### src/common/lcdstc_pkg.sv
// Purpose: shared constants and types for the segment LCD timing controller
// Assumes: APB with 32-bit data, one byte address per register
// Notes: register offsets are byte addresses
package lcdstc_pkg;
  localparam int unsigned LCDSTC_CLK_HZ = 25000000;
  // Register offsets (byte addresses)
  localparam logic [11:0] LCDSTC_OFS_PANEL_CONTROL = 12'h10F;
  localparam logic [11:0] LCDSTC_OFS_FRAME_RATE = 12'h10E;
  localparam logic [11:0] LCDSTC_OFS_SEG_SELECT = 12'h10D;
  localparam logic [11:0] LCDSTC_OFS_STATUS = 12'h100;
  localparam logic [11:0] LCDSTC_OFS_PORT_DIR = 12'h104;
  localparam logic [11:0] LCDSTC_OFS_PIXEL_BASE = 12'h110;
  localparam int unsigned LCDSTC_PIXEL_BYTES = 16;
  // Panel control field positions
  localparam int unsigned LCDSTC_BIT_DRIVE_ON = 7;
  localparam int unsigned LCDSTC_BIT_HALT_SLEEP = 6;
  localparam int unsigned LCDSTC_BIT_VGEN = 4;
  localparam int unsigned LCDSTC_CS_HI = 3;
  localparam int unsigned LCDSTC_CS_LO = 2;
  localparam int unsigned LCDSTC_MUX_HI = 1;
  localparam int unsigned LCDSTC_MUX_LO = 0;
  localparam logic [7:0] LCDSTC_PANEL_MASK = 8'hDF;
  // Reset values
  localparam logic [7:0] LCDSTC_PANEL_RST = 8'h00;
  localparam logic [7:0] LCDSTC_PRESC_RST = 8'h00;
  localparam logic [7:0] LCDSTC_SEGSEL_RST = 8'hFF;
  localparam logic [7:0] LCDSTC_PORTDIR_RST = 8'hFF;
  // Clocking constants
  localparam int unsigned LCDSTC_SYS_DIV = 256;
  localparam int unsigned LCDSTC_BASE_DIV_STD = 128;
  localparam int unsigned LCDSTC_BASE_DIV_THIRD = 96;
  // Last common slot ends a frame; flag is raised this many ticks before
  localparam int unsigned LCDSTC_FETCH_LEAD = 1;

  typedef enum logic [1:0] {
    LCDSTC_CS_SYS = 2'b00,
    LCDSTC_CS_LSO = 2'b01,
    LCDSTC_CS_RC = 2'b10,
    LCDSTC_CS_RC2 = 2'b11
  } lcdstc_clk_src_t;

  typedef enum logic [1:0] {
    LCDSTC_MUX_STATIC = 2'b00,
    LCDSTC_MUX_HALF = 2'b01,
    LCDSTC_MUX_THIRD = 2'b10,
    LCDSTC_MUX_QUARTER = 2'b11
  } lcdstc_mux_t;

  typedef struct packed {
    logic drive_on;
    logic halt_in_sleep;
    logic vgen_on;
    lcdstc_clk_src_t clk_src_sel;
    lcdstc_mux_t mux_mode_sel;
  } lcdstc_cfg_t;

  typedef struct packed {
    logic [3:0] common_level;
    logic [31:0] segment_level;
    logic [3:0] common_active;
  } lcdstc_drive_t;

  function automatic int unsigned lcdstc_commons(input lcdstc_mux_t m);
    return int'(m) + 1;
  endfunction
endpackage

### src/logic/lcdstc_top.sv
// Purpose: segment LCD timing controller with APB registers
// Assumes: oscillator ticks and sleep request synchronous to pclk
// Notes: bias voltages are external; outputs give logical drive levels
// Overview of operation
// - Three sources: RC, low-speed, system/256
// - RC oscillator off unless selected and enabled
// - System divider fixed; prescaler sets frame rate
// - Source select in control bits 3:2
// - One to four commons from mode bits
// - Frame = source/(128*(prescale+1)) most modes
// - Third mode frame = source/(96*(prescale+1))
// - Frame starts at first common leading edge
// - Frame flag set after frame data read
// - Next frame read starts within write window
// - Pixel bit one dark, zero clear
// - Unused pixel bits are plain storage
// - Control bit 6 selects halt in sleep
// - Halting sleep drives minimum voltage everywhere
// - Running sleep shows frozen pixel data
// - Sleep operation only from RC or low-speed
// - Segment select bit makes pin group LCD
// - Set select overrides port direction
// - Reset brings all groups up as LCD
// - Mux mode owns the extra common pins
// - Source code 00 sys, 01 low-speed, 1x RC
// - Mode code 00 static up to 11 quarter
// - Control bit 7 enables drive
`timescale 1ns/1ps
module lcdstc_top
  import lcdstc_pkg::*;
(
  input wire logic pclk, // Bus clock
  input wire logic presetn, // Async reset, active low
  input wire logic psel, // APB select
  input wire logic penable, // APB enable
  input wire logic pwrite, // APB direction
  input wire logic [11:0] paddr, // APB byte address
  input wire logic [31:0] pwdata, // APB write data
  input wire logic [3:0] pstrb, // APB byte strobes
  output logic [31:0] prdata, // APB read data
  output logic pready, // APB ready
  output logic pslverr, // APB error
  input wire logic sleep_req, // Core in sleep
  input wire logic rc_tick, // RC oscillator tick
  input wire logic lso_tick, // Low-speed oscillator tick
  output logic rc_osc_on, // RC oscillator power request
  output logic vgen_on, // Bias generator enable
  output logic low_current, // Low-current mode
  output lcdstc_pkg::lcdstc_drive_t drive, // Common and segment drive
  output logic [7:0] group_lcd, // Pin group in LCD use
  output logic [7:0] group_oe_n, // Digital output enable, low drives
  output logic [2:0] xcom_lcd // Extra common pins in LCD use
);
  localparam int unsigned PB = LCDSTC_PIXEL_BYTES;
  lcdstc_cfg_t cfg_reg;
  logic [3:0] presc_reg;
  logic [7:0] segsel_reg;
  logic [7:0] portdir_reg;
  logic frame_flag_reg;
  logic [7:0] pixel_mem [PB];
  logic [31:0] prdata_reg;
  logic [1:0] com_index;
  logic frame_start;
  logic fetch_done;
  logic src_tick;
  logic halted;
  logic run;
  logic wr_en;
  logic rd_en;
  logic hit_pix;
  logic [3:0] pix_idx;
  logic [31:0] seg_latch_reg;
  logic [3:0] com_on_reg;
  logic [1:0] com_idx_reg;
  logic [1:0] com_next;
  logic [31:0] row_next;
  logic [7:0] rd_byte;
  logic sel_ctl;
  logic sel_pre;
  logic sel_seg;
  logic sel_dir;
  logic sel_sta;
  logic mapped;
  logic ctl_wr;
  logic pre_wr;
  logic sta_wr;
  logic pix_wr;

  function automatic logic [7:0] lcdstc_merge(input logic [7:0] old_v, input logic [7:0] new_v,
                                              input logic en);
    return en ? new_v : old_v;
  endfunction

  // Pixel store bit that holds segment seg on common com
  function automatic int lcdstc_bit_index(input int seg, input logic [1:0] com);
    return seg * int'(lcdstc_commons(LCDSTC_MUX_QUARTER)) + int'(com);
  endfunction

  // Zero wait states; unmapped addresses answer with error
  assign pready = 1'b1;
  assign wr_en = psel && penable && pwrite && !sleep_req;
  assign rd_en = psel && !penable && !pwrite;
  assign hit_pix = (paddr >= LCDSTC_OFS_PIXEL_BASE) && (paddr < LCDSTC_OFS_PIXEL_BASE + 12'(PB * 4))
                   && (paddr[1:0] == 2'b00);
  assign pix_idx = 4'((paddr - LCDSTC_OFS_PIXEL_BASE) >> 2);

  // One decode shared by the error, write and read paths
  always_comb
  begin
    sel_ctl = (paddr == LCDSTC_OFS_PANEL_CONTROL);
    sel_pre = (paddr == LCDSTC_OFS_FRAME_RATE);
    sel_seg = (paddr == LCDSTC_OFS_SEG_SELECT);
    sel_dir = (paddr == LCDSTC_OFS_PORT_DIR);
    sel_sta = (paddr == LCDSTC_OFS_STATUS);
    mapped = hit_pix || sel_ctl || sel_pre || sel_seg || sel_dir || sel_sta;
  end

  // Registers are one byte wide, so only byte lane 0 writes them
  always_comb
  begin
    ctl_wr = wr_en && pstrb[0] && sel_ctl;
    pre_wr = wr_en && pstrb[0] && sel_pre;
    sta_wr = wr_en && pstrb[0] && sel_sta;
    pix_wr = wr_en && pstrb[0] && hit_pix;
  end

  always_comb
  begin
    pslverr = 1'b0;
    if (psel && penable)
    begin
      pslverr = !mapped;
    end
  end

  // Control register: fields at 7, 6, 4, 3:2, 1:0
  always_ff @(posedge pclk or negedge presetn)
  begin
    if (!presetn)
      cfg_reg <= lcdstc_cfg_t'(7'h00);
    else if (ctl_wr)
    begin
      cfg_reg.drive_on <= pwdata[LCDSTC_BIT_DRIVE_ON];
      cfg_reg.halt_in_sleep <= pwdata[LCDSTC_BIT_HALT_SLEEP];
      cfg_reg.vgen_on <= pwdata[LCDSTC_BIT_VGEN];
      cfg_reg.clk_src_sel <= lcdstc_clk_src_t'(pwdata[LCDSTC_CS_HI:LCDSTC_CS_LO]);
      cfg_reg.mux_mode_sel <= lcdstc_mux_t'(pwdata[LCDSTC_MUX_HI:LCDSTC_MUX_LO]);
    end
  end

  always_ff @(posedge pclk or negedge presetn)
  begin
    if (!presetn)
      presc_reg <= LCDSTC_PRESC_RST[3:0];
    else if (pre_wr)
      presc_reg <= pwdata[3:0];
  end

  // All groups come up as LCD drivers
  always_ff @(posedge pclk or negedge presetn)
  begin
    if (!presetn)
    begin
      segsel_reg <= LCDSTC_SEGSEL_RST;
      portdir_reg <= LCDSTC_PORTDIR_RST;
    end
    else
    begin
      if (wr_en && sel_seg)
        segsel_reg <= lcdstc_merge(segsel_reg, pwdata[7:0], pstrb[0]);
      if (wr_en && sel_dir)
        portdir_reg <= lcdstc_merge(portdir_reg, pwdata[7:0], pstrb[0]);
    end
  end

  // Pixel store; writes blocked during sleep unused bits kept as RAM
  always_ff @(posedge pclk)
  begin
    if (pix_wr)
      pixel_mem[pix_idx] <= pwdata[7:0];
  end

  // Sticky flag; a new frame event beats a clear in the same cycle
  always_ff @(posedge pclk or negedge presetn)
  begin
    if (!presetn)
      frame_flag_reg <= 1'b0;
    else if (fetch_done)
      frame_flag_reg <= 1'b1;
    else if (sta_wr && pwdata[0])
      frame_flag_reg <= 1'b0;
  end

  always_ff @(posedge pclk or negedge presetn)
  begin
    if (!presetn)
      prdata_reg <= 32'h0000_0000;
    else if (rd_en)
      prdata_reg <= {24'h00_0000, rd_byte};
  end
  assign prdata = prdata_reg;

  // Read byte chosen here, registered at the setup cycle
  always_comb
  begin
    rd_byte = 8'h00;
    if (hit_pix)
    begin
      rd_byte = pixel_mem[pix_idx];
    end
    else if (sel_ctl)
    begin
      rd_byte = {cfg_reg[6:5], 1'b0, cfg_reg[4:0]} & LCDSTC_PANEL_MASK;
    end
    else if (sel_pre)
    begin
      rd_byte = {4'h0, presc_reg};
    end
    else if (sel_seg)
    begin
      rd_byte = segsel_reg;
    end
    else if (sel_dir)
    begin
      rd_byte = portdir_reg;
    end
    else if (sel_sta)
    begin
      rd_byte = {5'h00, rc_osc_on, run, frame_flag_reg};
    end
  end

  // Halt when sleep is set to stop or the system clock was the source
  assign halted = sleep_req && (cfg_reg.halt_in_sleep || cfg_reg.clk_src_sel == LCDSTC_CS_SYS);
  assign run = cfg_reg.drive_on && !halted;
  assign low_current = halted;
  assign vgen_on = cfg_reg.vgen_on && run;

  lcdstc_clk_sel u_clk_sel (
    .pclk(pclk),
    .presetn(presetn),
    .clk_src_sel(cfg_reg.clk_src_sel),
    .drive_on(cfg_reg.drive_on),
    .sleeping(sleep_req),
    .rc_tick(rc_tick),
    .lso_tick(lso_tick),
    .rc_osc_on(rc_osc_on),
    .src_tick(src_tick)
  );

  lcdstc_frame_gen u_frame_gen (
    .pclk(pclk),
    .presetn(presetn),
    .run(run),
    .src_tick(src_tick),
    .mux_mode_sel(cfg_reg.mux_mode_sel),
    .frame_prescale(presc_reg),
    .com_index(com_index),
    .frame_start(frame_start),
    .fetch_done(fetch_done)
  );

  // Row and common change on the same tick, so a frame never opens
  // with the last common's segments
  assign com_next = frame_start ? 2'b00 : com_index;

  // Segment bits for the common about to be shown
  always_comb
  begin
    row_next = 32'h0000_0000;
    for (int s = 0; s < 32; s++)
    begin
      row_next[s] = pixel_mem[lcdstc_bit_index(s, com_next) / 8][lcdstc_bit_index(s, com_next) % 8];
    end
  end

  // Fetch of the next frame begins on the tick after the flag,
  // inside the write window
  always_ff @(posedge pclk or negedge presetn)
  begin
    if (!presetn)
      seg_latch_reg <= 32'h0000_0000;
    else if (!run)
      seg_latch_reg <= 32'h0000_0000;
    else if (src_tick)
      seg_latch_reg <= row_next;
  end

  always_ff @(posedge pclk or negedge presetn)
  begin
    if (!presetn)
      com_idx_reg <= 2'b00;
    else if (!run)
      com_idx_reg <= 2'b00;
    else if (src_tick)
      com_idx_reg <= com_next;
  end

  always_ff @(posedge pclk or negedge presetn)
  begin
    if (!presetn)
      com_on_reg <= 4'h0;
    else if (!run)
      com_on_reg <= 4'h0;
    else if (src_tick)
    begin
      for (int c = 0; c < 4; c++)
        com_on_reg[c] <= (c < int'(lcdstc_commons(cfg_reg.mux_mode_sel)));
    end
  end

  // Lines fall to the minimum level the moment the module halts
  always_comb
  begin
    drive.common_active = com_on_reg;
    drive.segment_level = 32'h0000_0000;
    drive.common_level = 4'h0;
    if (run)
    begin
      drive.segment_level = seg_latch_reg;
      drive.common_level[com_idx_reg] = 1'b1;
    end
  end

  // Select bit gives group to LCD and overrides direction
  assign group_lcd = segsel_reg;
  assign group_oe_n = segsel_reg | portdir_reg;
  // Extra commons follow the mode, not the select bits
  always_comb
  begin
    unique case (cfg_reg.mux_mode_sel)
      LCDSTC_MUX_STATIC:
      begin
        xcom_lcd = 3'h0;
      end
      LCDSTC_MUX_HALF:
      begin
        xcom_lcd = 3'h1;
      end
      LCDSTC_MUX_THIRD:
      begin
        xcom_lcd = 3'h3;
      end
      LCDSTC_MUX_QUARTER:
      begin
        xcom_lcd = 3'h7;
      end
    endcase
  end
endmodule

### src/logic/lcdstc_clk_sel.sv
// Purpose: picks and divides the LCD tick source
// Assumes: RC and low-speed oscillator ticks arrive as pclk-synchronous pulses
// Notes: system clock branch is a fixed divide by 256
`timescale 1ns/1ps
module lcdstc_clk_sel
  import lcdstc_pkg::*;
(
  input wire logic pclk, // Bus clock
  input wire logic presetn, // Async reset, active low
  input wire lcdstc_pkg::lcdstc_clk_src_t clk_src_sel, // Source select
  input wire logic drive_on, // Module enabled
  input wire logic sleeping, // Core asleep
  input wire logic rc_tick, // Internal RC oscillator tick
  input wire logic lso_tick, // Low-speed oscillator tick
  output logic rc_osc_on, // Power request to RC oscillator
  output logic src_tick // Selected source tick
);
  localparam int unsigned DIV_W = $clog2(LCDSTC_SYS_DIV);
  logic [DIV_W-1:0] sys_div_reg;
  logic sys_tick;

  // Fixed ratio; frame rate only through the prescaler
  always_ff @(posedge pclk or negedge presetn)
  begin
    if (!presetn)
      sys_div_reg <= '0;
    else if (!sleeping)
      sys_div_reg <= sys_div_reg + 1'b1;
  end

  // Stops in sleep with the system clock
  assign sys_tick = !sleeping && (sys_div_reg == DIV_W'(LCDSTC_SYS_DIV - 1));

  // RC runs only when chosen and enabled
  assign rc_osc_on = drive_on && clk_src_sel[1];

  // Three sources encoding 00/01/1x
  always_comb
  begin
    unique case (clk_src_sel)
      LCDSTC_CS_SYS: src_tick = sys_tick;
      LCDSTC_CS_LSO: src_tick = lso_tick;
      default: src_tick = rc_tick & rc_osc_on;
    endcase
  end
endmodule

### src/logic/lcdstc_frame_gen.sv
// Purpose: prescaler and common slot sequencer
// Assumes: src_tick is one pclk wide
// Notes: frame length = base * (prescale + 1) ticks
`timescale 1ns/1ps
module lcdstc_frame_gen
  import lcdstc_pkg::*;
(
  input wire logic pclk, // Bus clock
  input wire logic presetn, // Async reset, active low
  input wire logic run, // Counting allowed
  input wire logic src_tick, // Source tick
  input wire lcdstc_pkg::lcdstc_mux_t mux_mode_sel, // Multiplex mode
  input wire logic [3:0] frame_prescale, // Prescale value
  output logic [1:0] com_index, // Active common
  output logic frame_start, // Pulse at first common leading edge
  output logic fetch_done // Pulse when frame data is fully read
);
  localparam int unsigned CW = 12;
  logic [CW-1:0] tick_cnt_reg;
  logic [CW-1:0] frame_len;
  logic [CW-1:0] slot_len;
  logic [CW-1:0] slot_cnt_reg;
  logic [1:0] com_reg;

  // 96 base in 1/3 mode 128 otherwise
  always_comb
  begin
    if (mux_mode_sel == LCDSTC_MUX_THIRD)
      frame_len = CW'(LCDSTC_BASE_DIV_THIRD * (frame_prescale + 1));
    else
      frame_len = CW'(LCDSTC_BASE_DIV_STD * (frame_prescale + 1));
    slot_len = CW'(frame_len / CW'(lcdstc_commons(mux_mode_sel)));
  end

  always_ff @(posedge pclk or negedge presetn)
  begin
    if (!presetn)
    begin
      tick_cnt_reg <= '0;
      slot_cnt_reg <= '0;
      com_reg <= '0;
    end
    else if (!run)
    begin
      tick_cnt_reg <= '0;
      slot_cnt_reg <= '0;
      com_reg <= '0;
    end
    else if (src_tick)
    begin
      if (tick_cnt_reg >= frame_len - 1'b1)
      begin
        tick_cnt_reg <= '0;
        slot_cnt_reg <= '0;
        com_reg <= '0;
      end
      else
      begin
        tick_cnt_reg <= tick_cnt_reg + 1'b1;
        if (slot_cnt_reg >= slot_len - 1'b1)
        begin
          slot_cnt_reg <= '0;
          com_reg <= com_reg + 1'b1;
        end
        else
          slot_cnt_reg <= slot_cnt_reg + 1'b1;
      end
    end
  end

  assign com_index = com_reg;
  // Frame begins at first common leading edge
  assign frame_start = run && src_tick && (tick_cnt_reg >= frame_len - 1'b1);
  // Data read ends a fixed lead before the boundary
  assign fetch_done = run && src_tick && (tick_cnt_reg == frame_len - 1'b1 - CW'(LCDSTC_FETCH_LEAD));
endmodule

### config.mk
export PLATFORM = sky130hd
export DESIGN_NAME = lcdstc_top
export DESIGN_NICKNAME = d
export VERILOG_FILES = /design/src/common/lcdstc_pkg.sv /design/src/logic/lcdstc_top.sv /design/src/logic/lcdstc_clk_sel.sv /design/src/logic/lcdstc_frame_gen.sv
export SDC_FILE = /design/constraint.sdc
export NUM_CORES = 1
export LEC_CHECK = 0
export BUFFER_PORTS_ARGS = -buffer_cell sky130_fd_sc_hd__buf_4
export CORE_ASPECT_RATIO = 0.5
export CORE_MARGIN = 3
export CORE_UTILIZATION = 49
export DETAILED_ROUTE_END_ITERATION = 12
export GPL_TIMING_DRIVEN = 0
export PLACE_DENSITY = 0.71
export SLEW_MARGIN = 10
export SYNTH_ARGS = -nofsm -noshare
export SYNTH_HDL_FRONTEND = slang
export SYNTH_SLANG_ARGS = --single-unit
### constraint.sdc
create_clock -name pclk -period 25.5 [get_ports pclk]
set_input_delay 5.1 -clock pclk [delete_from_list [all_inputs] [get_ports pclk]]
set_output_delay 5.1 -clock pclk [all_outputs]
set_load 0.02 [all_outputs]
Word-level counts from Yosys, hierarchy flattened

Memory sizes are Yosys's and may differ from the RTL's.
Index checks and enable logic that the tools add are counted.

Add/subtract/negate cells: 72
Multipliers: 1
Div/mod/pow operators: 1
Magnitude comparators: 42
Eq/ne operators: 13
Shifts and indexed selects: 0
Muxes and demuxes: 130
Bitwise operators: 33
Reductions and logical operators: 73

Operator list:

| kind                    | count |
|---|---|
| $lt A4 B5 Y1 const B    | 31 |
| $add A7 B2 Y7 const A   | 16 |
| $add A4 B1 Y4           | 24 |
| $mux W12                | 8 |
| $bmux W1 S3             | 31 |
| $reduce_or A3 Y1        | 31 |
| $mux W1                 | 69 |
| $lt A3 B32 Y1 const A   | 2 |
| $mux W32                | 2 |
| $eq A12 B9 Y1 const B   | 5 |
| $add A6 B2 Y7 const A   | 8 |
| $mux W8                 | 5 |
| $mux W36                | 1 |
| $sub A12 B1 Y12 const B | 3 |
| $lt A1 B32 Y1 const A   | 1 |
| $lt A2 B32 Y1 const A   | 1 |
| $mul A2 B32 Y7 const A  | 1 |
| $and A1 B1 Y1 const A   | 31 |
| $add A12 B1 Y12 const B | 2 |
| $add A5 B2 Y6 const A   | 4 |
| $ge A12 B12 Y1          | 2 |
| $logic_and A1 B1 Y1     | 24 |
| $add A3 B1 Y4           | 4 |
| $mux W2                 | 7 |
| 34 further kinds        | 52 |

Bits in registers: 108
Latch bits: 0
Memory bits (writable): 128
Bits in read-only memories: 0
Input port bits: 56
Output and inout bits: 96
Memories kept: 1

Memory list:

| memory    | words | bits a word | rd ports | clocked after Yosys merged registers in | wr ports | RTL line         | source |
|---|---|---|---|---|---|---|---|
| pixel_mem | 16    | 8           | 33       | 0                                       | 1        | lcdstc_top.sv:60 | `logic [7:0] pixel_mem [PB];` |

Depth between registers and ports, before layout

Gate-level depths: netlist (run 1).
An unclocked memory read counts as a cell.

Word-level depth: 18
Mapped depth: 106

By module

Synthesis (run 1) repeated with hierarchy kept, for this count alone.

Cell total of the unflattened synthesis: 1569
Area total of the unflattened synthesis: 16021.6 µm²

By module, submodules not included:

| module           | instances | cells an instance | area an instance (µm²) | seq. area each (µm²) |
|---|---|---|---|---|
| lcdstc_top       | 1         | 795               | 10005.8                | 5715.5 |
| lcdstc_frame_gen | 1         | 742               | 5636.7                 | 650.6 |
| lcdstc_clk_sel   | 1         | 32                | 379.1                  | 200.2 |

Least setup slack after synthesis (run 1)

OpenSTA, ideal clock, no wires.

Kind: register to register
From: register cfg_reg[0] (netlist name)
To: register u_frame_gen.slot_cnt_reg[8]
Data arrival time: 21233 ps
Data required time: 25436 ps
Setup slack: 4203 ps
Stages on the path, launching flop included: 102
Path buffers: 9
Period minus slack after synthesis: 21297 ps
Path through: dfrtp_1 -> buf_1 -> buf_1 -> inv_1 -> ha_1 -> buf_4 -> nand2b_1 -> nor2_1 -> a21oi_1 -> ha_1 -> nor2_1 -> nor3_1 -> o32a_1 -> o211ai_4 -> inv_1 -> ha_1 -> or3_1 -> nand3_1 -> [... 66 more ...] -> nand3_1 -> nand4_1 -> a32o_1 -> a211oi_2 -> and3_1 -> buf_4 -> nand2_1 -> xnor2_1 -> ha_1 -> a21o_1 -> a21o_1 -> a21oi_1 -> o2111a_1 -> clkbuf_1 -> inv_1 -> or4_1 -> a21oi_1 -> a21o_1

Longest elaborated chain between the ends: 9
Elaborated cells between the ends (all ways): 12
Those cells by class: 3 x add/sub; 1 x div; 2 x order compare; 1 x eq/ne; 5 x mux

Ends and longest elaborated chain:

| what                   | RTL line               | source |
|---|---|---|
| $eq A2 B2 Y1           | lcdstc_frame_gen.sv:28 | `if (mux_mode_sel == LCDSTC_MUX_THIRD)` |
| $mux W12               | lcdstc_frame_gen.sv:28 |  |
| $div A12 B12 Y12       | lcdstc_frame_gen.sv:32 | `slot_len = CW'(frame_len / CW'(lcdstc_commons(mux_mode_sel)));` |
| $sub A12 B1 Y12        | lcdstc_frame_gen.sv:60 | `if (slot_cnt_reg >= slot_len - 1'b1)` |
| $ge A12 B12 Y1         | lcdstc_frame_gen.sv:60 |  |
| $mux W12               | lcdstc_frame_gen.sv:60 |  |
| $mux W12 *             | lcdstc_frame_gen.sv:51 | `if (tick_cnt_reg >= frame_len - 1'b1)` |
| $mux W12 *             | lcdstc_frame_gen.sv:49 | `else if (src_tick)` |
| $mux W12 *             | lcdstc_frame_gen.sv:43 | `else if (!run)` |
| end signal: assignment | lcdstc_frame_gen.sv:66 | `slot_cnt_reg <= slot_cnt_reg + 1'b1;` |
| end: declaration       | lcdstc_frame_gen.sv:22 | `logic [CW-1:0] slot_cnt_reg;` |

Every way passes the cells marked *; elsewhere a longest branch is shown, timed or not. The select of a mux whose other input is x is not followed.
A chain may end at the register's enable or synchronous reset.

Final worst setup path (run 1)

From: register cfg_reg[0] (netlist name)
To: register u_frame_gen.slot_cnt_reg[8]

Longest elaborated chain between the ends: 9
Elaborated cells between the ends (all ways): 12
Those cells by class: 3 x add/sub; 1 x div; 2 x order compare; 1 x eq/ne; 5 x mux

Ends and longest elaborated chain:

| what             | RTL line |
|---|---|
| $eq A2 B2 Y1     | lcdstc_frame_gen.sv:28 |
| $mux W12         | lcdstc_frame_gen.sv:28 |
| $div A12 B12 Y12 | lcdstc_frame_gen.sv:32 |
| $sub A12 B1 Y12  | lcdstc_frame_gen.sv:60 |
| $ge A12 B12 Y1   | lcdstc_frame_gen.sv:60 |
| $mux W12         | lcdstc_frame_gen.sv:60 |
| $mux W12 *       | lcdstc_frame_gen.sv:51 |
| $mux W12 *       | lcdstc_frame_gen.sv:49 |
| $mux W12 *       | lcdstc_frame_gen.sv:43 |

Marks and branches as above.

==> flow_metrics.env, run 1 <==
export IMPL_status="completed"
export IMPL_cp_capture_type="register"
export IMPL_rr_startpoint="cfg_reg[0]"
export IMPL_arrival_ns=24.10
export IMPL_drive_gt1_share_pct=19.9
export IMPL_first_global_vias=12385
export IMPL_fin_tns_setup_ns=0
export IMPL_dr_vias_cell=6.32
export IMPL_worst_slew_pin_transition_ns=1.09
export IMPL_layout_cell_area_non_filler_sq_mm=0.0175
export IMPL_cts_num_sinks=236
export IMPL_ys_warnings_count=0
export IMPL_post_dp_hpwl_um=34100
export IMPL_detail_route_wirelength_um=46300
export IMPL_grt_first_pass_wirelength_um=70200
export IMPL_worstPathRequired_ns=25.96
export IMPL_synthesis_area_sq_mm=0.0152
export IMPL_drt_wirelength_per_cell_um=22.6
export IMPL_final_net_count=1744
export IMPL_hold_path_class="register to register"
export IMPL_ctsRootBufferMaster="sky130_fd_sc_hd__clkbuf_16"
export IMPL_path_clk_slew_ns=0.07
export IMPL_drt_pass1_iter_count=5
export IMPL_synthTopCellsByArea="sky130_fd_sc_hd__edfxtp_1 (25%), sky130_fd_sc_hd__dfrtp_1 (15%), sky130_fd_sc_hd__mux4_2 (5.9%)"
export IMPL_timing_critical_path_slowest_stage_cell="sky130_fd_sc_hd__dfrtp_2"
export IMPL_worst_reg2reg_setup_slack_ns=1.87
export IMPL_die_width_um=255
export IMPL_netlist_instances=1462
export IMPL_leakage_power_figure_nw=7.29
export IMPL_multi_input_comb_area_sq_mm=0.00819
export IMPL_worst_r2r_cell_count=102
export IMPL_maxCapViolCount=0
export IMPL_irDropWorstVdd_v=0.0000553
export IMPL_grt_ovfl_total=0
export IMPL_cp_slowest_stage_delay_ns=0.55
export IMPL_post_synth_top_area_cell="sky130_fd_sc_hd__edfxtp_1"
export IMPL_layout_filler_cells=2438
export IMPL_finalWeightedCongestion=0.985
export IMPL_design_portCount=152
export IMPL_cts_buffers=24
export IMPL_timing_final_crit_period_ns=23.63
export IMPL_syn_avg_cell_area_sq_um=10.4
export IMPL_postSynth_asyncResetShare_pct=45.8
export IMPL_fmax_mhz=42.3
export IMPL_critical_path_endpoint="u_frame_gen.slot_cnt_reg[8]"
export IMPL_diodes=0
export IMPL_worst_skew_pair_late_latency_ns=0.54
export IMPL_num_rows=44
export IMPL_timing_critical_path_from="cfg_reg[0]"
export IMPL_rsz_0062_raised_after_global_routing="no"
export IMPL_rr_endpoint="u_frame_gen.slot_cnt_reg[8]"
export IMPL_fin_crit_sh_pct=92.7
export IMPL_antenna_found_initial=2
export IMPL_cp_max_fo=14
export IMPL_iteration_0_drc_markers=1503
export IMPL_max_slew_vio_count=0
export IMPL_crit_path_start_kind="register"
export IMPL_worst_setup_path_type="register to register"
export IMPL_largest_net_degree_at_the_start_of_global_routing=109
export IMPL_cts_tree="done"
export IMPL_crit_path_frequent_cell="sky130_fd_sc_hd__ha_1"
export IMPL_register_area_sq_mm=0.00657
export IMPL_ys_dominant_reg_cell="sky130_fd_sc_hd__edfxtp_1"
export IMPL_number_of_failing_setup_endpoints_in_the_final_timing_report=0
export IMPL_clockBufferDepth=3
export IMPL_yosysTopAreaCellShare_pct=25.2
export IMPL_floorplan_initialDensity_pct=51.1
export IMPL_final_common_cell="sky130_fd_sc_hd__nand2_1"
export IMPL_area_of_the_die_sq_mm=0.0334
export IMPL_power_density_mw_per_mm2=76.9
export IMPL_yosysSeqAreaShare_pct=43.1
export IMPL_synth_edff_count=128
export IMPL_hold_viol=0
export IMPL_drt_drc_violations_left=0
export IMPL_htreeDepth=1
export IMPL_ys_seq_elements=236
export IMPL_globalRouteTotalUtil_pct=27.2
export IMPL_antenna_violating_nets_post_route=0
export IMPL_clock_skew_ns=0.0270
export IMPL_num_vias=12951
export IMPL_area_growth_pct=15.2
export IMPL_mostFrequentLayoutCells="sky130_fd_sc_hd__nand2_1 (157), sky130_fd_sc_hd__buf_4 (132), sky130_fd_sc_hd__edfxtp_1 (128)"
export IMPL_relSlewSlack_pct=27.4
export IMPL_io_buffer_count=97
export IMPL_postCtsHoldBufs=0
export IMPL_synth_distinct_cells=103
export IMPL_floorplan_die_height_um=131
export IMPL_total_cell_area_at_the_placement_stage_sq_mm=0.0166
export IMPL_core_area_sq_mm=0.0298
export IMPL_max_reg_flops=128
==> metal layers <==
metal / global-route usage (%) / vias to the layer above / share of wire [%]
li1: - / 5831 / -
met1: 36.1 / 6329 / 41
met2: 46.7 / 661 / 47
met3: 4.43 / 126 / 8.2
met4: 8.16 / 4 / 3.3
met5: 0 / - / 0.054
==> cell families after synthesis <==
logic type	after synthesis	share of synthesized area [%]
flops	236	43.1
mux	94	9.80
fa+ha+maj	72	5.95
simple gates	505	16.8
buf+inv	130	3.94
other cells	2	0.0493
compound gates	376	17.5
xor+xnor	47	2.75
==> stage by stage <==
step,setup slack (ns),power [mW],instances,hold slack (ns),util [%]
after floorplan,4.20,0.831,1485,0.445,-
after global routing,0.109,1.42,2049,0.510,58.9
final,1.87,1.35,2049,0.477,58.9
after detailed placement,0.125,0.948,1996,0.463,55.6
after global placement,0.616,0.936,1996,0.462,55.6
after CTS,0.0256,1.33,2040,0.479,58.5
==> cells in the mapped netlist (7+ instances only) <==
master                       n
sky130_fd_sc_hd__a311oi_1   31
sky130_fd_sc_hd__nand2b_1   15
sky130_fd_sc_hd__a31oi_1    10
sky130_fd_sc_hd__buf_4      27
sky130_fd_sc_hd__and3_1     52
sky130_fd_sc_hd__or2_2      12
sky130_fd_sc_hd__nor3_1     26
sky130_fd_sc_hd__nand3_1    47
sky130_fd_sc_hd__inv_1      28
sky130_fd_sc_hd__clkbuf_1   60
sky130_fd_sc_hd__o221ai_1   17
sky130_fd_sc_hd__xor2_1     15
sky130_fd_sc_hd__and2_1     25
sky130_fd_sc_hd__dfstp_2    16
sky130_fd_sc_hd__mux2i_1    17
sky130_fd_sc_hd__edfxtp_1  128
sky130_fd_sc_hd__buf_1       8
sky130_fd_sc_hd__mux2_2     35
sky130_fd_sc_hd__nor2b_1     9
sky130_fd_sc_hd__o22ai_1    24
sky130_fd_sc_hd__a21boi_0    7
sky130_fd_sc_hd__a21oi_1    71
sky130_fd_sc_hd__o211ai_1    7
sky130_fd_sc_hd__nand4_1    10
sky130_fd_sc_hd__o21a_1     12
sky130_fd_sc_hd__nor2_1     99
sky130_fd_sc_hd__o21ai_1    12
sky130_fd_sc_hd__a21o_1     36
sky130_fd_sc_hd__mux4_2     40
sky130_fd_sc_hd__ha_1       70
sky130_fd_sc_hd__a211oi_1   15
sky130_fd_sc_hd__dfrtp_1    92
sky130_fd_sc_hd__o21ai_0    55
sky130_fd_sc_hd__o31ai_1     8
sky130_fd_sc_hd__xnor2_1    31
sky130_fd_sc_hd__nand2_1   157
==> power breakdown <==
| part | switching (mW) | total, mW | internal [mW] | leakage (nW) |
|---|---|---|---|---|
| clock network | 0.153 | 0.382 | 0.229 | 0.420 |
| registers | 0.00516 | 0.413 | 0.408 | 2.59 |
| logic | 0.347 | 0.554 | 0.207 | 4.28 |
| total | 0.506 | 1.35 | 0.844 | 7.29 |
==> how the worst min path moves through the flow <==
stage	startpoint	endpoint	cells past startpoint
2_1_floorplan	u_clk_sel.sys_div_reg[3]	u_clk_sel.sys_div_reg[3]	1
3_3_place_gp	u_clk_sel.sys_div_reg[3]	u_clk_sel.sys_div_reg[3]	1
3_5_place_dp	u_clk_sel.sys_div_reg[7]	u_clk_sel.sys_div_reg[7]	1
4_1_cts	u_clk_sel.sys_div_reg[3]	u_clk_sel.sys_div_reg[3]	1
5_1_grt	u_clk_sel.sys_div_reg[7]	u_clk_sel.sys_div_reg[7]	1
6_report	u_clk_sel.sys_div_reg[7]	u_clk_sel.sys_div_reg[7]	1
==> worst max-delay path: cells and delay by family, from the launching register on <==
| family | cells | cell delay (ns) |
|---|---|---|
| flops | 1 | 0.55 |
| compound gates | 32 | 6.57 |
| buf+inv | 17 | 3.16 |
| mux | 8 | 2.55 |
| fa+ha+maj | 14 | 4.36 |
| simple gates | 31 | 6.34 |
==> timing repair <==
item / 4_1_cts / 5_1_grt
resized for setup: 0 / 12
setup endpoints to repair: 0 / 14
buffers inserted: 0 / 9
hold endpoints to repair: 0 / 0
==> layout make-up <==
type                            instances  area share [%]
Tap cell                              414            2.95
Multi-Input combinational cell       1119            46.7
Clock buffer                           31            3.86
Sequential cell                       236            37.4
Inverter                               31           0.663
Clock inverter                         13            1.05
Timing Repair Buffer                  106            4.56
Buffer                                 99            2.77
(Power assumes the default switching activity.)
==> run 2: changes to the inputs <==
Settings changed: ABC_AREA set to 1.
==> run 2 against run 1 <==
Against the previous run:
- clock power fell by 9.2%
- synthesized cell count increased by 27%
- core utilization down 0.75 points
==> flow_metrics.env, run 2 <==
export IMPL_status="completed"
export IMPL_ys_dominant_reg_cell="sky130_fd_sc_hd__edfxtp_1"
export IMPL_ys_seq_elements=236
export IMPL_max_slew_vio_count=0
export IMPL_number_of_failing_setup_endpoints_in_the_final_timing_report=0
export IMPL_final_util_pct=58.1
export IMPL_postSynth_asyncResetShare_pct=45.8
export IMPL_floorplan_die_height_um=131
export IMPL_num_rows=44
export IMPL_post_dp_hpwl_um=33100
export IMPL_clockBufferDepth=3
export IMPL_yosysMostFrequentCell="sky130_fd_sc_hd__nand2_1"
export IMPL_hold_viol=0
export IMPL_io_buffer_count=99
export IMPL_antenna_violating_nets_post_route=0
export IMPL_pwr_share_clk_pct=23.7
export IMPL_final_common_cell="sky130_fd_sc_hd__nand2_1"
export IMPL_worst_setup_path_type="register to register"
export IMPL_power_density_mw_per_mm2=84.5
export IMPL_fmax_mhz=47.9
export IMPL_power_combinational_fraction_pct=48.1
export IMPL_rsz_0062_raised_after_global_routing="no"
export IMPL_cp_capture_type="register"
export IMPL_postCtsHoldBufs=0
export IMPL_grt_ovfl_total=0
export IMPL_core_area_sq_mm=0.0298
export IMPL_fin_tns_setup_ns=0
export IMPL_synth_cells_most_frequent="sky130_fd_sc_hd__nand2_1 (387), sky130_fd_sc_hd__inv_1 (243), sky130_fd_sc_hd__nor2_1 (158)"
export IMPL_share_seq_of_total_power_pct=28.2
export IMPL_floorplan_initialDensity_pct=51.1
export IMPL_synthTopCellsByArea="sky130_fd_sc_hd__edfxtp_1 (25%), sky130_fd_sc_hd__dfrtp_1 (15%), sky130_fd_sc_hd__nand2_1 (9.6%)"
export IMPL_antenna_found_initial=1
export IMPL_timing_critical_path_slowest_stage_cell="sky130_fd_sc_hd__dfrtp_1"
export IMPL_synthesis_area_sq_mm=0.0152
export IMPL_max_reg_flops=128
export IMPL_synth_edff_count=128
export IMPL_relSlewSlack_pct=24.4
export IMPL_switching_power_summed_over_all_nets_mw=0.627
export IMPL_cts_tree="done"
export IMPL_drt_pass1_iter_count=6
export IMPL_drive_gt1_share_pct=13.8
export IMPL_grt_first_pass_wirelength_um=69200
export IMPL_arrival_ns=21.26
export IMPL_yosysSeqAreaShare_pct=43.2
export IMPL_die_width_um=255
export IMPL_drt_drc_violations_left=0
export IMPL_worst_skew_pair_late_latency_ns=0.52
export IMPL_cts_buffers=24
export IMPL_globalRouteTotalUtil_pct=26.6
export IMPL_dr_vias_cell=5.67
export IMPL_path_clk_slew_ns=0.06
export IMPL_sw_frac_of_total_pct=42.8
export IMPL_htreeDepth=1
export IMPL_first_global_vias=12606
export IMPL_irDropWorstVdd_v=0.0000860
export IMPL_worst_slew_pin_transition_ns=1.13
export IMPL_post_synth_top_area_cell="sky130_fd_sc_hd__edfxtp_1"
export IMPL_fin_crit_sh_pct=81.9
export IMPL_timing_final_crit_period_ns=20.89
export IMPL_syn_avg_cell_area_sq_um=8.19
export IMPL_finalWeightedCongestion=1.02
export IMPL_power_total_mw=1.46
export IMPL_iteration_0_drc_markers=1782
export IMPL_area_of_the_die_sq_mm=0.0333
export IMPL_worstPathRequired_ns=25.87
export IMPL_leakage_power_figure_nw=7.66
export IMPL_layout_filler_cells=2690
export IMPL_ctsRootBufferMaster="sky130_fd_sc_hd__clkbuf_16"
export IMPL_crit_path_frequent_cell="sky130_fd_sc_hd__nand2_1"
export IMPL_cp_slowest_stage_delay_ns=0.45
export IMPL_cp_max_fo=10
export IMPL_hold_path_class="register to register"
export IMPL_crit_path_start_kind="register"
export IMPL_clock_skew_ns=0.0194
export IMPL_maxCapViolCount=0
export IMPL_power_internal_mw=0.838
export IMPL_largest_net_degree_at_the_start_of_global_routing=109
export IMPL_cts_setup_buffers=0
export IMPL_detail_route_wirelength_um=45100
export IMPL_num_vias=13800
export IMPL_area_growth_pct=13.9
export IMPL_ctsResizeCount=0
export IMPL_mostFrequentLayoutCells="sky130_fd_sc_hd__nand2_1 (387), sky130_fd_sc_hd__inv_1 (243), sky130_fd_sc_hd__nor2_1 (158)"
export IMPL_cts_num_sinks=236
export IMPL_synth_distinct_cells=60
export IMPL_yosysTopAreaCellShare_pct=25.3
export IMPL_diodes=0
export IMPL_final_net_count=2131
export IMPL_design_portCount=152
export IMPL_netlist_instances=1856
export IMPL_ys_warnings_count=0
export IMPL_drt_wirelength_per_cell_um=18.5
[run 2: cell count changes in the layout (fill, tap and decap cells not counted), moves of 30 or more]
cell,before,now
sky130_fd_sc_hd__nand2_1,157,387
sky130_fd_sc_hd__inv_1,28,243
sky130_fd_sc_hd__o21ai_0,55,124
sky130_fd_sc_hd__nor2_1,97,158
sky130_fd_sc_hd__nand3_1,46,105
sky130_fd_sc_hd__and3_1,52,3
sky130_fd_sc_hd__mux4_2,40,0
sky130_fd_sc_hd__a21o_1,36,0
sky130_fd_sc_hd__mux2_2,35,0
sky130_fd_sc_hd__a311oi_1,31,0
sky130_fd_sc_hd__xor2_1,15,45
[run 2: kinds of logic (layout without fill, tap and decap cells)]
group,Yosys count,in the layout,share of synthesized area (%)
AND/OR/NAND/NOR,791,791,23.7
AO/OA/AOI/OAI,351,351,14.4
buffers and inverters,347,490,9.39
flip-flops,236,236,43.2
adder cells (fa/ha/maj),71,71,5.89
XOR/XNOR,58,58,3.39
other,2,25,0.0494
[run 2: final timing paths]
check / start / to / slack (ns) / depth (start not counted)
setup / recovery: presc_reg[0] / u_frame_gen.slot_cnt_reg[10] / 4.61 / 124
hold / removal: prdata[2] / prdata[2] / 0.48 / 2
setup reg to reg: presc_reg[0] / u_frame_gen.slot_cnt_reg[10] / 4.61 / 124
hold reg to reg: prdata[2] / prdata[2] / 0.48 / 2
max in group asynchronous: presetn / prdata[3] / 20.08 / 1
min in group asynchronous: presetn / seg_latch_reg[13] / 4.68 / 1
[run 2: power groups by stage]
stage | Combinational [mW] | Clock, mW | Sequential (mW)
after floorplan | 0.563 | 0 | 0.420
after global placement | 0.690 | 0 | 0.420
after detailed placement | 0.698 | 0 | 0.420
after CTS | 0.701 | 0.348 | 0.413
after global routing | 0.801 | 0.363 | 0.413
final | 0.705 | 0.347 | 0.413
[run 2: per-layer routing]
metal	vias to the layer above	global-route usage (%)	routed length, um
li1	6522	-	-
met1	6460	36.5	19100
met2	669	42.8	19900
met3	147	4.45	4040
met4	2	10.4	2100
met5	-	0	8
[run 2: cell type report]
| cell class | instances | area, sq um | share of cell area (%) |
|---|---|---|---|
| timing repair buffer | 99 | 747 | 4.31 |
| clock buffer | 29 | 641 | 3.70 |
| multi-input combinational | 1296 | 7300 | 42.1 |
| tap | 414 | 518 | 2.99 |
| buffer | 81 | 429 | 2.48 |
| clock inverter | 15 | 121 | 0.701 |
| sequential | 236 | 6570 | 37.9 |
| inverter | 266 | 998 | 5.77 |
[run 2: worst max-delay path, delay by kind of cell (launching register included)]
family	cells	cell delay (ns)
AO/OA/AOI/OAI	30	6.08
XOR/XNOR	1	0.30
adder cells (fa/ha/maj)	15	4.66
buffers and inverters	25	2.55
flip-flops	1	0.45
AND/OR/NAND/NOR	53	6.66
[run 2: per-stage QoR]
step,instance area [sq um],std cells,setup slack (ns),hold WS [ns]
after floorplan,15300,1879,7.82,0.446
after global placement,16600,2392,5.09,0.469
after detailed placement,16600,2392,4.68,0.470
after CTS,17300,2436,4.58,0.486
after global routing,17300,2436,2.22,0.505
final,17300,2436,4.61,0.485
==> run 3: changes to the inputs <==
Clock period 25.5 ns to 20.9 ns, I/O delays scaled along.
==> run 3 against run 2 <==
Against the previous run:
- combinational power is 23% higher
- fmax is 10% higher
- non-clock buffer count is 5 higher
- largest power group unchanged
- clock power grew 22%
==> flow_metrics.env, run 3 (same netlist as run 2, synthesis figures left out) <==
export IMPL_grt_util_met3_pct=4.45
export IMPL_worstPathBufferInverterCount=26
export IMPL_number_of_failing_setup_endpoints_in_the_final_timing_report=0
export IMPL_diodes=0
export IMPL_sw_frac_of_total_pct=42.9
export IMPL_gr_met2_demand_resource_pct=42.8
export IMPL_crit_path_start_kind="register"
export IMPL_globalRouteTotalUtil_pct=26.6
export IMPL_cts_buffers=24
export IMPL_num_vias=13733
export IMPL_timing_critical_path_slowest_stage_cell="sky130_fd_sc_hd__dfrtp_1"
export IMPL_grt_first_pass_wirelength_um=69200
export IMPL_max_slew_vio_count=0
export IMPL_post_dp_hpwl_um=33100
export IMPL_hold_viol=0
export IMPL_timing_hold_worst_endpoint="prdata[2]"
export IMPL_instances_no_fill=2441
export IMPL_drt_drc_violations_left=0
export IMPL_cts_tree="done"
export IMPL_share_seq_of_total_power_pct=28.0
export IMPL_final_net_count=2136
export IMPL_num_rows=44
export IMPL_hold_path_class="register to register"
export IMPL_arrival_ns=19.38
export IMPL_final_util_pct=58.5
export IMPL_fin_crit_sh_pct=90.9
export IMPL_clock_skew_ns=0.0132
export IMPL_status="completed"
export IMPL_mostFrequentLayoutCells="sky130_fd_sc_hd__nand2_1 (387), sky130_fd_sc_hd__inv_1 (243), sky130_fd_sc_hd__nor2_1 (156)"
export IMPL_max_reg_flops=128
export IMPL_fmax_mhz=52.6
export IMPL_cp_max_fo=14
export IMPL_path_clk_slew_ns=0.06
export IMPL_placedCellCount=2392
export IMPL_dr_vias_cell=5.63
export IMPL_irDropWorstVdd_v=0.000105
export IMPL_worst_r2r_cell_count=122
export IMPL_layout_cell_area_non_filler_sq_mm=0.0174
export IMPL_leakage_power_figure_nw=7.71
export IMPL_maxCapViolCount=0
export IMPL_power_total_mw=1.80
export IMPL_worst_reg2reg_setup_slack_ns=1.90
export IMPL_worst_slew_pin_transition_ns=1.15
export IMPL_htreeDepth=1
export IMPL_relSlewSlack_pct=22.8
export IMPL_rr_endpoint="u_frame_gen.slot_cnt_reg[10]"
export IMPL_drive_gt1_share_pct=14.7
export IMPL_power_combinational_fraction_pct=48.4
export IMPL_cts_num_sinks=236
export IMPL_largest_net_degree_at_the_start_of_global_routing=109
export IMPL_min_delay_path_depth=2
export IMPL_finalWeightedCongestion=1.02
export IMPL_io_buffer_count=99
export IMPL_core_area_sq_mm=0.0298
export IMPL_fin_tns_setup_ns=0
export IMPL_worstPathRequired_ns=21.28
export IMPL_drt_pass1_iter_count=6
export IMPL_placement_setup_worst_slack_ns=0.0779
export IMPL_drt_wirelength_per_cell_um=18.5
export IMPL_final_common_cell="sky130_fd_sc_hd__nand2_1"
export IMPL_postCtsHoldBufs=0
export IMPL_detail_route_wirelength_um=45100
export IMPL_total_cell_area_at_the_placement_stage_sq_mm=0.0166
export IMPL_power_internal_mw=1.03
export IMPL_power_density_mw_per_mm2=103
export IMPL_antenna_found_initial=1
export IMPL_min_delay_start="prdata[2]"
export IMPL_busiest_layer="met2"
export IMPL_rr_startpoint="cfg_reg[0]"
export IMPL_pwr_share_clk_pct=23.6
export IMPL_clockBufferDepth=3
export IMPL_floorplan_initialDensity_pct=51.1
export IMPL_switching_power_summed_over_all_nets_mw=0.770
export IMPL_ctsRootBufferMaster="sky130_fd_sc_hd__clkbuf_16"
export IMPL_first_global_vias=12599
export IMPL_cp_capture_type="register"
export IMPL_met1_usage_pct=36.5
export IMPL_antenna_violating_nets_post_route=0
export IMPL_die_width_um=255
export IMPL_design_portCount=152
export IMPL_final_hold_worst_slack_ns=0.485
export IMPL_layout_setup_ws_ns=1.90
export IMPL_area_growth_pct=14.7
export IMPL_floorplan_die_height_um=131
export IMPL_timing_final_crit_period_ns=19.00
export IMPL_cp_slowest_stage_delay_ns=0.70
export IMPL_crit_family="simple AND/OR/NAND/NOR gates"
export IMPL_area_of_the_die_sq_mm=0.0333
export IMPL_layout_filler_cells=2684
export IMPL_worst_skew_pair_late_latency_ns=0.53
export IMPL_iteration_0_drc_markers=1745
export IMPL_worst_setup_path_type="register to register"
export IMPL_grt_ovfl_total=0
run 3: power by group through the flow:
stage                     clock [mW]  sequential, mW  combinational [mW]
after floorplan                    0           0.513               0.687
after global placement             0           0.513               0.842
after detailed placement           0           0.513               0.851
after CTS                      0.424           0.504               0.856
after global routing           0.443           0.504               0.987
final                          0.423           0.504               0.870
run 3: worst max path at each step:
stage / start / slack (ns) / cells after the start / end
2_1_floorplan: presc_reg[0] / 3.22 / 124 / u_frame_gen.slot_cnt_reg[10]
3_3_place_gp: presc_reg[0] / 0.49 / 124 / u_frame_gen.slot_cnt_reg[10]
3_5_place_dp: presc_reg[0] / 0.08 / 124 / u_frame_gen.slot_cnt_reg[10]
4_1_cts: presc_reg[0] / 0.13 / 124 / u_frame_gen.slot_cnt_reg[10]
5_1_grt: presc_reg[0] / -0.03 / 126 / u_frame_gen.slot_cnt_reg[6]
6_report: cfg_reg[0] / 1.90 / 122 / u_frame_gen.slot_cnt_reg[10]
run 3: final cells by class:
cell class	count	area (sq um)	area share (%)
plain buffers	81	429	2.46
clock buffers	29	641	3.67
clock inverters	15	121	0.696
inverters	266	998	5.73
multi-input cells	1296	7380	42.3
flip-flops and latches	236	6570	37.7
well taps	414	518	2.97
repair buffers	104	785	4.50
run 3: per-layer routing:
| metal | wire length [um] | share of wire (%) |
|---|---|---|
| met5 | 8 | 0.018 |
| met3 | 4130 | 9.1 |
| met4 | 1950 | 4.3 |
| met2 | 20100 | 45 |
| met1 | 18900 | 42 |
run 3: timing repair:
action / 4_1_cts / 5_1_grt
buffers inserted: 0 / 5
pin swaps: 0 / 4
setup endpoints to repair: 3 / 14
resized for setup: 1 / 21
run 3: tightest hold or removal path: stages (launching register included):
cell                      delay [ns]
sky130_fd_sc_hd__dfrtp_1        0.35
sky130_fd_sc_hd__nand2_1        0.06
sky130_fd_sc_hd__nand2_1        0.05
